File: config.mk
export PLATFORM = sky130hd
export DESIGN_NAME = ext_osc_ctrl
export DESIGN_NICKNAME = d
export VERILOG_FILES = /design/src/design/ext_osc_pkg.sv /design/src/design/ext_osc_clk_switch.sv /design/src/design/ext_osc_ctrl.sv /design/src/design/ext_osc_valid_detect.sv
export SDC_FILE = /design/constraint.sdc
export NUM_CORES = 1
export LEC_CHECK = 0
export ABC_AREA = 1
export BUFFER_PORTS_ARGS = -buffer_cell sky130_fd_sc_hd__buf_2
export CAP_MARGIN = 20
export CORE_AREA = 2 2 82 84
export DETAILED_ROUTE_END_ITERATION = 8
export DIE_AREA = 0 0 84 86
export HOLD_SLACK_MARGIN = 0.12
export MAX_ROUTING_LAYER = met4
export PLACE_DENSITY = 0.85
export SYNTH_ARGS = -nofsm -noshare
export SYNTH_HDL_FRONTEND = slang
export SYNTH_SLANG_ARGS = --single-unit
File: constraint.sdc
create_clock -name core_clk -period 2.6 [get_ports core_clk]
set_clock_uncertainty 0.2 [all_clocks]
set_input_delay 0.52 -clock core_clk [delete_from_list [all_inputs] [get_ports core_clk]]
set_output_delay 0.52 -clock core_clk [all_outputs]
set_load 0.005 [all_outputs]
File: src/design/ext_osc_pkg.sv
// Package: register map, fields, modes and timing for the external oscillator
package ext_osc_pkg;

    // ****************************************
    // Register offsets (byte addresses)
    // ****************************************
    localparam logic [3:0] ADDR_CONFIG = 4'h0;
    localparam logic [3:0] ADDR_CLK_SELECT = 4'h4;
    localparam logic [3:0] ADDR_STATUS = 4'h8;
    localparam logic [3:0] ADDR_IRQ_ST = 4'hC;
    localparam logic [4:0] ADDR_IRQ_MASK = 5'h10;

    // ****************************************
    // Field positions
    // ****************************************
    localparam int CFG_DRIVE_LSB = 0;
    localparam int CFG_MODE_LSB = 4;
    localparam int CFG_EN_BIT = 7;
    localparam int ST_VALID_BIT = 0;
    localparam int ST_ACTIVE_BIT = 1;
    localparam int IRQ_VALID_BIT = 0;
    localparam int IRQ_SWITCH_BIT = 1;

    // ****************************************
    // Modes and encodings
    // ****************************************
    localparam logic [2:0] MODE_OFF = 3'h0;
    localparam logic [2:0] MODE_XTAL = 3'h1;
    localparam logic [2:0] MODE_XTAL_DIV2 = 3'h2;
    localparam logic [2:0] MODE_RC = 3'h3;
    localparam logic [2:0] MODE_CAP = 3'h4;
    localparam logic [2:0] MODE_CMOS = 3'h5;

    localparam logic [2:0] SRC_PRECISION = 3'h0;
    localparam logic [2:0] SRC_EXTERNAL = 3'h1;

    // ****************************************
    // Reset values
    // ****************************************
    localparam logic [7:0] CONFIG_RST = 8'h00;
    localparam logic [2:0] CLK_SELECT_RST = 3'h2;
    localparam logic [1:0] MASK_RST = 2'h0;

    // ****************************************
    // Valid detector: edges seen on the second pin before stable, idle cycles before restart
    // ****************************************
    localparam logic [7:0] VALID_EDGES = 8'h40;
    localparam logic [15:0] STALL_CYCLES = 16'h0100;

endpackage

File: src/design/ext_osc_clk_switch.sv
// Glitch-free source switch between precision and external clock enables
module ext_osc_clk_switch (
    // Clock and reset
    input wire logic core_clk,
    input wire logic nrst,
    // Sources as one-cycle pulses on core_clk
    input wire logic tick_int,
    input wire logic tick_ext,
    input wire logic use_ext,
    // Switched clock pulse and current source
    output logic tick_out,
    output logic ext_active
);
    logic pend_q;
    logic seen_old_q;

    // Change source only after one period of each side [RULE_16]
    always_ff @(posedge core_clk or negedge nrst) begin
        if (!nrst) begin
            ext_active <= 1'b0;
            pend_q <= 1'b0;
            seen_old_q <= 1'b0;
        end else if (use_ext != ext_active) begin
            if (!pend_q) begin
                pend_q <= 1'b1;
                seen_old_q <= 1'b0;
            end else if (!seen_old_q) begin
                if (ext_active ? tick_ext : tick_int)
                    seen_old_q <= 1'b1;
            end else if (ext_active ? tick_int : tick_ext) begin
                ext_active <= use_ext;
                pend_q <= 1'b0;
            end
        end else begin
            pend_q <= 1'b0;
        end
    end

    // Switched pulse, gated off while a change is pending
    always_ff @(posedge core_clk or negedge nrst) begin
        if (!nrst)
            tick_out <= 1'b0;
        else if (pend_q)
            tick_out <= 1'b0;
        else
            tick_out <= ext_active ? tick_ext : tick_int;
    end
endmodule

File: src/design/ext_osc_ctrl.sv
// External oscillator control with Wishbone register access
// How it works
// RULE_01: Divide-by-2 mode halves the oscillator, giving an exact 50% duty.
// RULE_02: Software picks crystal or crystal-div2 mode before enabling.
// RULE_03: Crystal drive code 000 lowest range, 111 highest up to 25 MHz.
// RULE_04: Crystal start: enable, wait 1 ms, poll valid, then switch.
// RULE_05: A readable valid flag shows when oscillation has settled.
// RULE_06: Software avoids selecting external clock before valid.
// RULE_07: RC start: enable, poll valid, switch; no fixed wait.
// RULE_08: Capacitor mode starts like RC mode.
// RULE_09: CMOS clock mode always reads valid as zero.
// RULE_10: CMOS clock enters on second pin as digital input; first unused.
// RULE_11: RC and capacitor modes use only the second pin; the code leaves the first pin analog if a crystal mode set it.
// RULE_12: RC/C drive code 000 lowest, 111 highest up to 3.2 MHz.
// RULE_13: Software sets both pins analog before crystal mode; the code sets them itself once crystal mode is enabled.
// RULE_14: Output feeds system clock or peripheral clocks.
// RULE_15: Clock select code 001 picks the external oscillator.
// RULE_16: Source switch completes after a period of the slower clock.
// RULE_17: A mode field selects crystal, div2, RC, capacitor or CMOS.
//
// Register access over Wishbone and the register offsets were left to the implementer.
module ext_osc_ctrl (
    // Clock and reset
    input wire logic core_clk,
    input wire logic nrst,
    // Wishbone slave
    input wire logic wb_cyc_i,
    input wire logic wb_stb_i,
    input wire logic wb_we_i,
    input wire logic [4:0] wb_adr_i,
    input wire logic [3:0] wb_sel_i,
    input wire logic [31:0] wb_dat_i,
    output logic [31:0] wb_dat_o,
    output logic wb_ack_o,
    // Oscillator pins
    input wire logic osc_pin_first_i,
    input wire logic osc_pin_second_i,
    input wire logic int_osc_tick,
    output logic osc_pin_first_analog,
    output logic osc_pin_second_analog,
    output logic [2:0] ext_osc_drive_code,
    output logic ext_osc_enable,
    // Clock outputs as pulses
    output logic ext_osc_tick,
    output logic periph_clk_tick,
    output logic sys_clk_tick,
    // Interrupt
    output logic irq
);
    // ****************************************
    // Registers
    // ****************************************
    logic [7:0] ext_osc_config_q;
    logic [2:0] sys_clock_source_select_q;
    logic [1:0] irq_status_q;
    logic [1:0] irq_mask_q;
    logic ext_osc_valid_flag;
    logic ext_active;
    logic valid_prev_q;
    logic active_prev_q;
    logic [2:0] mode;
    logic osc_en;
    logic [1:0] sync_second_q;
    logic [1:0] sync_first_q;
    logic second_prev_q;
    logic osc_rise;
    logic div2_q;
    logic ext_tick_d;
    logic sys_tick;
    logic wb_hit;
    logic rd_status_clr;
    logic [1:0] irq_events;
    logic xtal_mode;
    logic rc_mode;
    logic cmos_mode;
    logic cfg_we;
    logic sel_we;
    logic mask_we;
    logic [31:0] rd_data;

    // ****************************************
    // Mode decode
    // ****************************************
    assign mode = ext_osc_config_q[ext_osc_pkg::CFG_MODE_LSB +: 3];
    assign osc_en = ext_osc_config_q[ext_osc_pkg::CFG_EN_BIT] &&
                    (mode != ext_osc_pkg::MODE_OFF);
    assign xtal_mode = (mode == ext_osc_pkg::MODE_XTAL) ||
                       (mode == ext_osc_pkg::MODE_XTAL_DIV2); // [RULE_17]
    assign rc_mode = (mode == ext_osc_pkg::MODE_RC) ||
                     (mode == ext_osc_pkg::MODE_CAP); // [RULE_17]
    assign cmos_mode = (mode == ext_osc_pkg::MODE_CMOS); // [RULE_17]

    // ****************************************
    // Pin synchronisers
    // ****************************************
    always_ff @(posedge core_clk or negedge nrst) begin
        if (!nrst) begin
            sync_second_q <= 2'b00;
            sync_first_q <= 2'b00;
            second_prev_q <= 1'b0;
        end else begin
            sync_second_q <= {sync_second_q[0], osc_pin_second_i};
            sync_first_q <= {sync_first_q[0], osc_pin_first_i};
            second_prev_q <= sync_second_q[1];
        end
    end

    // All modes take the oscillation from the second pin [RULE_10] [RULE_11]
    assign osc_rise = osc_en && sync_second_q[1] && !second_prev_q;

    // ****************************************
    // Divide-by-2 stage
    // ****************************************
    always_ff @(posedge core_clk or negedge nrst) begin
        if (!nrst)
            div2_q <= 1'b0;
        else if (!osc_en || mode != ext_osc_pkg::MODE_XTAL_DIV2)
            div2_q <= 1'b0;
        else if (osc_rise)
            div2_q <= ~div2_q; // [RULE_01]
    end

    // In divide-by-2 mode every second rising edge is one full output period, else every rising edge [RULE_01]
    always_comb begin
        if (mode == ext_osc_pkg::MODE_XTAL_DIV2)
            ext_tick_d = osc_rise && div2_q;
        else
            ext_tick_d = osc_rise;
    end

    // ****************************************
    // Valid detector and clock switch
    // ****************************************
    ext_osc_valid_detect u_valid (
        .core_clk(core_clk),
        .nrst(nrst),
        .enable(osc_en),
        .cmos_mode(mode == ext_osc_pkg::MODE_CMOS),
        .osc_edge(osc_rise),
        .valid(ext_osc_valid_flag)
    );

    ext_osc_clk_switch u_switch (
        .core_clk(core_clk),
        .nrst(nrst),
        .tick_int(int_osc_tick),
        .tick_ext(ext_tick_d),
        .use_ext(sys_clock_source_select_q == ext_osc_pkg::SRC_EXTERNAL),
        .tick_out(sys_tick),
        .ext_active(ext_active)
    ); // [RULE_15] [RULE_16]

    // ****************************************
    // Pin and clock outputs
    // ****************************************
    // First pin analog for a crystal, left alone in RC and C modes
    always_ff @(posedge core_clk or negedge nrst) begin
        if (!nrst)
            osc_pin_first_analog <= 1'b0;
        else if (osc_en && xtal_mode)
            osc_pin_first_analog <= 1'b1;
        else if (!(osc_en && rc_mode))
            osc_pin_first_analog <= 1'b0; // [RULE_11]
    end

    // CMOS mode leaves the second pin digital [RULE_10]
    always_ff @(posedge core_clk or negedge nrst) begin
        if (!nrst)
            osc_pin_second_analog <= 1'b0;
        else
            osc_pin_second_analog <= osc_en && !cmos_mode; // [RULE_11]
    end

    // Drive code and enable follow the configuration
    always_ff @(posedge core_clk or negedge nrst) begin
        if (!nrst) begin
            ext_osc_drive_code <= 3'h0;
            ext_osc_enable <= 1'b0;
        end else begin
            ext_osc_drive_code <= ext_osc_config_q[
                ext_osc_pkg::CFG_DRIVE_LSB +: 3]; // [RULE_03] [RULE_12]
            ext_osc_enable <= osc_en;
        end
    end

    // Clock pulses for peripherals and the system
    always_ff @(posedge core_clk or negedge nrst) begin
        if (!nrst) begin
            ext_osc_tick <= 1'b0;
            periph_clk_tick <= 1'b0;
            sys_clk_tick <= 1'b0;
        end else begin
            ext_osc_tick <= ext_tick_d;
            periph_clk_tick <= ext_tick_d; // [RULE_14]
            sys_clk_tick <= sys_tick; // [RULE_14]
        end
    end

    // ****************************************
    // Wishbone slave
    // ****************************************
    assign wb_hit = wb_cyc_i && wb_stb_i && !wb_ack_o;
    assign rd_status_clr = wb_hit && !wb_we_i &&
                           (wb_adr_i == {1'b0, ext_osc_pkg::ADDR_IRQ_ST});

    always_ff @(posedge core_clk or negedge nrst) begin
        if (!nrst)
            wb_ack_o <= 1'b0;
        else
            wb_ack_o <= wb_hit;
    end

    // Register write strobes; only byte lane 0 is used
    assign cfg_we = wb_hit && wb_we_i && wb_sel_i[0] &&
                    (wb_adr_i == {1'b0, ext_osc_pkg::ADDR_CONFIG});
    assign sel_we = wb_hit && wb_we_i && wb_sel_i[0] &&
                    (wb_adr_i == {1'b0, ext_osc_pkg::ADDR_CLK_SELECT});
    assign mask_we = wb_hit && wb_we_i && wb_sel_i[0] &&
                     (wb_adr_i == ext_osc_pkg::ADDR_IRQ_MASK);

    // Configuration; mode field is bits 6:4 [RULE_17]
    always_ff @(posedge core_clk or negedge nrst) begin
        if (!nrst)
            ext_osc_config_q <= ext_osc_pkg::CONFIG_RST;
        else if (cfg_we)
            ext_osc_config_q <= wb_dat_i[7:0];
    end

    // Clock source select [RULE_15]
    always_ff @(posedge core_clk or negedge nrst) begin
        if (!nrst)
            sys_clock_source_select_q <= ext_osc_pkg::CLK_SELECT_RST;
        else if (sel_we)
            sys_clock_source_select_q <= wb_dat_i[2:0];
    end

    // Interrupt mask
    always_ff @(posedge core_clk or negedge nrst) begin
        if (!nrst)
            irq_mask_q <= ext_osc_pkg::MASK_RST;
        else if (mask_we)
            irq_mask_q <= wb_dat_i[1:0];
    end

    // Read data mux
    always_comb begin
        case (wb_adr_i)
            {1'b0, ext_osc_pkg::ADDR_CONFIG}:
                rd_data = {24'h00_0000, ext_osc_config_q};
            {1'b0, ext_osc_pkg::ADDR_CLK_SELECT}:
                rd_data = {29'h0000_0000, sys_clock_source_select_q};
            {1'b0, ext_osc_pkg::ADDR_STATUS}:
                rd_data = {30'h0000_0000, ext_active,
                           ext_osc_valid_flag}; // [RULE_05]
            {1'b0, ext_osc_pkg::ADDR_IRQ_ST}:
                rd_data = {30'h0000_0000, irq_status_q};
            ext_osc_pkg::ADDR_IRQ_MASK:
                rd_data = {30'h0000_0000, irq_mask_q};
            default:
                rd_data = 32'h0000_0000;
        endcase
    end

    // Read data register, held until the next read
    always_ff @(posedge core_clk or negedge nrst) begin
        if (!nrst)
            wb_dat_o <= 32'h0000_0000;
        else if (wb_hit && !wb_we_i)
            wb_dat_o <= rd_data;
    end

    // ****************************************
    // Interrupts
    // ****************************************
    always_ff @(posedge core_clk or negedge nrst) begin
        if (!nrst) begin
            valid_prev_q <= 1'b0;
            active_prev_q <= 1'b0;
        end else begin
            valid_prev_q <= ext_osc_valid_flag;
            active_prev_q <= ext_active;
        end
    end

    assign irq_events = {ext_active != active_prev_q,
                         ext_osc_valid_flag && !valid_prev_q};

    // Read clears; a new event in the same cycle wins
    for (genvar i = 0; i < 2; i++) begin : g_irq_bit
        always_ff @(posedge core_clk or negedge nrst) begin
            if (!nrst)
                irq_status_q[i] <= 1'b0;
            else if (irq_events[i])
                irq_status_q[i] <= 1'b1;
            else if (rd_status_clr)
                irq_status_q[i] <= 1'b0;
        end
    end

    always_ff @(posedge core_clk or negedge nrst) begin
        if (!nrst)
            irq <= 1'b0;
        else
            irq <= |(irq_status_q & irq_mask_q);
    end
endmodule

File: src/design/ext_osc_valid_detect.sv
// Valid detector: counts oscillation edges and flags a stable oscillator
module ext_osc_valid_detect (
    // Clock and reset
    input wire logic core_clk,
    input wire logic nrst,
    // Control
    input wire logic enable,
    input wire logic cmos_mode,
    input wire logic osc_edge,
    // Status
    output logic valid
);
    logic [7:0] edge_cnt_q;
    logic [15:0] idle_cnt_q;

    // Edge count, restarted on disable or on a stalled oscillator
    always_ff @(posedge core_clk or negedge nrst) begin
        if (!nrst) begin
            edge_cnt_q <= 8'h00;
            idle_cnt_q <= 16'h0000;
        end else if (!enable) begin
            edge_cnt_q <= 8'h00;
            idle_cnt_q <= 16'h0000;
        end else if (osc_edge) begin
            idle_cnt_q <= 16'h0000;
            if (edge_cnt_q != ext_osc_pkg::VALID_EDGES)
                edge_cnt_q <= edge_cnt_q + 8'h01;
        end else if (idle_cnt_q == ext_osc_pkg::STALL_CYCLES) begin
            edge_cnt_q <= 8'h00;
        end else begin
            idle_cnt_q <= idle_cnt_q + 16'h0001;
        end
    end

    // CMOS input never reports valid [RULE_09]
    always_ff @(posedge core_clk or negedge nrst) begin
        if (!nrst)
            valid <= 1'b0;
        else
            valid <= enable && !cmos_mode &&
                     (edge_cnt_q == ext_osc_pkg::VALID_EDGES); // [RULE_05]
    end
endmodule

Yosys cells after proc, flatten, opt, wreduce, memory -nomap -nowiden
Cells that the tools add are included.

word-level totals
  register bits after elaboration = 92
  output and inout port bits = 43
  word-level logic and storage cells = 111

cells by class
  $add $sub $neg = 2
  equal/unequal tests = 20
  mux-type cells = 26
  bitwise operators = 2
  reductions and logical operators = 35

operators by type and width
  cell                     number
  $mux W16                 3
  $pmux W8 S5              1
  $mux W8                  4
  $logic_and A1 B1 Y1      18
  $mux W1                  18
  $add A16 B1 Y16 const B  1
  $eq A16 B9 Y1 const B    1
  $eq A5 B4 Y1 const B     2
  $add A8 B1 Y8 const B    1
  $eq A8 B7 Y1 const B     1
  $ne A8 B7 Y1 const B     1
  $eq A3 B1 Y1 const B     2
  $eq A3 B2 Y1 const B     2
  $eq A3 B3 Y1 const B     2
  $logic_not A1 Y1         6
  $ne A3 B2 Y1 const B     2
  $reduce_bool A2 Y1       3
  $eq A5 B3 Y1 const B     1
  $eq A5 B5 Y1 const B     1
  $logic_not A5 Y1         1
  $reduce_and A4 Y1        1
  $logic_or A1 B1 Y1       3
  $ne A3 B1 Y1 const B     1
  $ne A3 B3 Y1 const B     1
  other kinds (7)          8

Logic depth before layout (Yosys ltp)
  word-level depth = 11
  mapped depth = 10
  mapped depth without buffers = 10

Hierarchy
From an unflattened synthesis, not the netlist that was laid out.

second synthesis, totals
  cells, all modules = 445
  area total of the unflattened synthesis = 3,648.5 um2

by module, submodules not included
  module                instances  cells an instance  area each (um2)
  ext_osc_ctrl          1          190                1,838.0
  ext_osc_valid_detect  1          227                1,612.8
  ext_osc_clk_switch    1          28                 197.7

Worst setup path before layout
No wires, ideal clock.

  path type = register to register
  start = reg u_valid.idle_cnt_q[0]
  end = reg u_valid.idle_cnt_q[14]
  arrival time = 1,251 ps
  required time = 2,278 ps
  slack = 1,027 ps
  stages on the path, launching flop included = 11
  buffers on the path = 0
  cell sequence = dfrtp_1 ha_1 nand2_2 nor2_4 nand2_2 nor2_4 nand2_2 clkinv_1 nand2_1 nand2_1 a21oi_1

between the ends
  word-level cells in the longest chain between the ends = 4
  elaborated cells on any way between the ends = 6
  those cells by class = 1 x add/sub; 2 x eq/ne; 3 x mux

RTL lines
  item                      line                        source
  start: declaration        ext_osc_valid_detect.sv:14  logic [15:0] idle_cnt_q;
  start signal: assignment  ext_osc_valid_detect.sv:31  idle_cnt_q <= idle_cnt_q + 16'h0001;
  $add A16 B1 Y16           ext_osc_valid_detect.sv:31
  $mux W16                  ext_osc_valid_detect.sv:28  end else if (idle_cnt_q == ext_osc_pkg::STALL_CYCLES) begin
  $mux W16                  ext_osc_valid_detect.sv:24  end else if (osc_edge) begin
  $mux W16                  ext_osc_valid_detect.sv:21  end else if (!enable) begin

Parallel ways exist; a longest one is shown, timed or not. The select of a mux whose other input is x is not followed.
A chain may end at the register's enable or synchronous reset.

Worst setup path in the final report
  start = reg u_valid.idle_cnt_q[0]
  end = reg u_valid.idle_cnt_q[12]

The elaborated chain is that of the path after synthesis.

==> flow_summary_export.csv <==
group,metric,value,unit
clock_network,clk_pin_slew,0.07,ns
place,io_buffers,39,
pwr,switching_power,616,uW
sta,rsz0062_at_grt,"false",
sta,max_slew.worst_pin.slew,0.607,ns
sta,min_period,1.79,ns
setup_path,cp_slowest_cell,"dfrtp_1",
yosys,ys_types,42,
route,drtPass1Iterations,4,
route,drt_iter0_markers,111,
yosys,ys_ff_latch,68,
die,die_area,7220,um2
clock_network,cts_max_path_buffers,2,
setup_path,rr_worst_depth,9,
die,initial_core_util,0.566,
hold_path,min_to,"sync_second_q[1]",
clock_network,ctsResizeCount,0,
setup_path,r2r_setup_slack,0.81,ns
hold_path,hold_path.class,"register to register",
grt,grt_first_pass_wirelength,12500,um
setup_path,start_kind,"register",
sta,drv_slew,0,
pwr,ir_worst_vdd,0.570,mV
clock_network,cts-buffers-inserted,9,
setup_path,r2r-start,"u_valid.idle_cnt_q[0]",
pwr,share_seq_of_total_power,0.507,
grt,globalRouteTotalUtil,0.224,
pwr,p_sw_frac,0.266,
yosys,yosysMostFrequentCell,"nand2_1",
grt,overflow,0,
yosys,synth_common_cells,"nand2_1, dfrtp_1, inv_1, nand3_1, nor2_1",
yosys,syn_area_per_cell,8.64,um2
clock_network,cts-hold-fix-buffers,2,
hold_path,hold_start,"sync_second_q[0]",
place,routabilityCongestion,0.948,
setup_path,crit_chain,"ha_1 -> nand2_2 -> nor2_4 -> nand2_2 -> nor2_4 -> nand2_2 -> clkinv_1 -> nand2_1 -> a21oi_2",
cells_and_area,syn2layout_area_growth,11.6,%
route,routedWlPerCell,13.0,um
grt,antenna_found_initial,0,
yosys,yosysWarnings,0,
sta,finalCritPeriodShare,0.689,
pwr,clock_power_share,0.383,
clock_network,cts_tree,"built",
setup_path,critical_path_class,"register to register",
sta,whs,0.158,ns
pwr,p_per_area,584,nW/um2
route,drc,0,
setup_path,end_kind,"register",
sta,fmax,0.558,GHz
die,num_rows,29,
yosys,yosysTopAreaCell,"dfrtp_1",
route,route.vias.total,2868,
grt,grt_pass1_vias,2823,
pwr,combPwrFrac,0.110,
die,coreArea,6280,um2
sta,relSlewSlack,0.596,
yosys,ys_seq_area_frac,0.479,
route,ant_nets,0,
place,place.detailed.hpwl,5220,um
yosys,syn_area,3550,um2
route,wirelength,7050,um
yosys,synth-main-ff-cell,"dfrtp_1",
cells_and_area,diodes,0,
yosys,postSynthCellCount,411,
setup_path,critPathArrivalTime,1.87,ns
setup_path,path_max_fanout,5,
yosys,async_flop_share,1.00,
clock_network,cts_setup_buffers,0,
die,fp.dieW,84,um
sta,finalSetupViolCount,0,
run,cap_violations,0,
setup_path,cpPeakStageDelay,0.45,ns
clock_network,h-tree-depth,3,
yosys,synth.area.top_cells,"dfrtp_1, nand2_1, buf_4",
clock_network,cts.sinks,68,
setup_path,r2r_end,"u_valid.idle_cnt_q[12]",
setup_path,required,2.67,ns
clock_network,cts_root_buf,"clkbuf_8",
route,routed_via_density,5.29,
cells_and_area,layout.nets,513,
pwr,internal_power,1.70,mW
sta,finalHoldViolCount,0,
pwr,p_leak,2.03,nW
yosys,synth_edf_count,0,
yosys,yosysTopAreaCellShare,0.472,
status,status,"finished, final reports clean",
cells_and_area,drive_above_1_share,0.232,
die,ios,92,
sta,tns,0,ns
hold_path,worstHoldPathCells,0,
die,die_h,86,um
grt,grt_max_degree,30,
clock_network,insertion_delay,0.35,ns
setup_path,path_common_cell,"nand2_2",
through the flow:
stage          utilization  instance area (um2)  setup WS [ns]  total power [mW]  std cells
3_5_place_dp         0.596                 3740          0.753              1.45        524
2_1_floorplan            -                 3640           1.03              1.37        434
5_1_grt              0.632                 3970          0.673              2.44        542
6_report             0.632                 3970          0.809              2.32        542
3_3_place_gp         0.596                 3740          0.797              1.43        524
4_1_cts              0.632                 3970          0.807              2.33        542
logic make-up (layout without fill, tap and decap cells):
| family | Yosys count | count (layout) | synth area share |
|---|---|---|---|
| AOI/OAI and AO/OA | 47 | 47 | 0.0821 |
| xor gates and xnor gates | 3 | 3 | 0.00740 |
| adders and majority gates | 4 | 4 | 0.0141 |
| buffers and inverters | 81 | 112 | 0.117 |
| DFF | 68 | 68 | 0.479 |
| other | 1 | 24 | 0.00106 |
| and+or+nand+nor | 207 | 207 | 0.299 |
power groups by stage:
stage	clock, mW	combinational, mW	sequential [mW]
6_report	0.888	0.254	1.17
5_1_grt	0.963	0.290	1.18
4_1_cts	0.901	0.257	1.17
3_5_place_dp	0	0.253	1.19
3_3_place_gp	0	0.239	1.19
2_1_floorplan	0	0.189	1.18
layer usage:
| metal | vias up | share of wire | track usage | wire, um |
|---|---|---|---|---|
| met5 | - | 0 | - | 0 |
| met4 | 0 | 0.021 | 0.0909 | 149 |
| met3 | 17 | 0.045 | 0.0520 | 317 |
| met2 | 82 | 0.50 | 0.364 | 3530 |
| met1 | 1378 | 0.43 | 0.273 | 3050 |
| li1 | 1391 | - | - | - |
placed cells by master (no fill, tap or decap), types with 5 or more instances in the layout:
cell type and count:
nand4_1 14, inv_1 45, conb_1 24, nor2_1 27, o21ai_1 9, clkbuf_8 11
nand2_2 12, inv_2 7, nor2_2 5, nand2_1 92, nor3_1 8, dfrtp_1 67
nand3_1 28, nor2_4 5, buf_2 39, a21oi_2 6, o21ai_0 12, a21oi_1 8
flip-flops by register name, summed over array words and instances (netlist names), 2 cells and up:
signal                     flops
ext_osc_config_q               8
sys_clock_source_select_q      3
irq_status_q                   2
u_valid.idle_cnt_q            16
ext_osc_drive_code             3
wb_dat_o                       8
sync_second_q                  2
u_valid.edge_cnt_q             8
irq_mask_q                     2
worst max-delay path: cells and delay by family (launching register included):
| family | cells | cell delay [ns] |
|---|---|---|
| DFF | 1 | 0.45 |
| and+or+nand+nor | 6 | 0.63 |
| adders and majority gates | 1 | 0.24 |
| buffers and inverters | 1 | 0.06 |
| AOI/OAI and AO/OA | 1 | 0.14 |
area by class of cell:
cell class / instances / area [um2]
clock buffers: 12 / 155
clock inverters: 4 / 47.5
fillers: 537 / 2310
inverters: 53 / 199
multi-input cells: 285 / 1520
flip-flops and latches: 68 / 1700
well taps: 77 / 96.3
repair buffers: 43 / 243
how the worst max path moves through the flow:
stage	startpoint	end	slack, ns
4_1_cts	u_valid.idle_cnt_q[0]	u_valid.idle_cnt_q[12]	0.81
5_1_grt	u_valid.idle_cnt_q[0]	u_valid.idle_cnt_q[14]	0.67
6_report	u_valid.idle_cnt_q[0]	u_valid.idle_cnt_q[12]	0.81
3_5_place_dp	wb_stb_i	sys_clock_source_select_q[0]	0.75
3_3_place_gp	wb_stb_i	sys_clock_source_select_q[2]	0.80
2_1_floorplan	u_valid.idle_cnt_q[0]	u_valid.idle_cnt_q[14]	1.03
No activity file was read; power rests on OpenSTA's default activity.
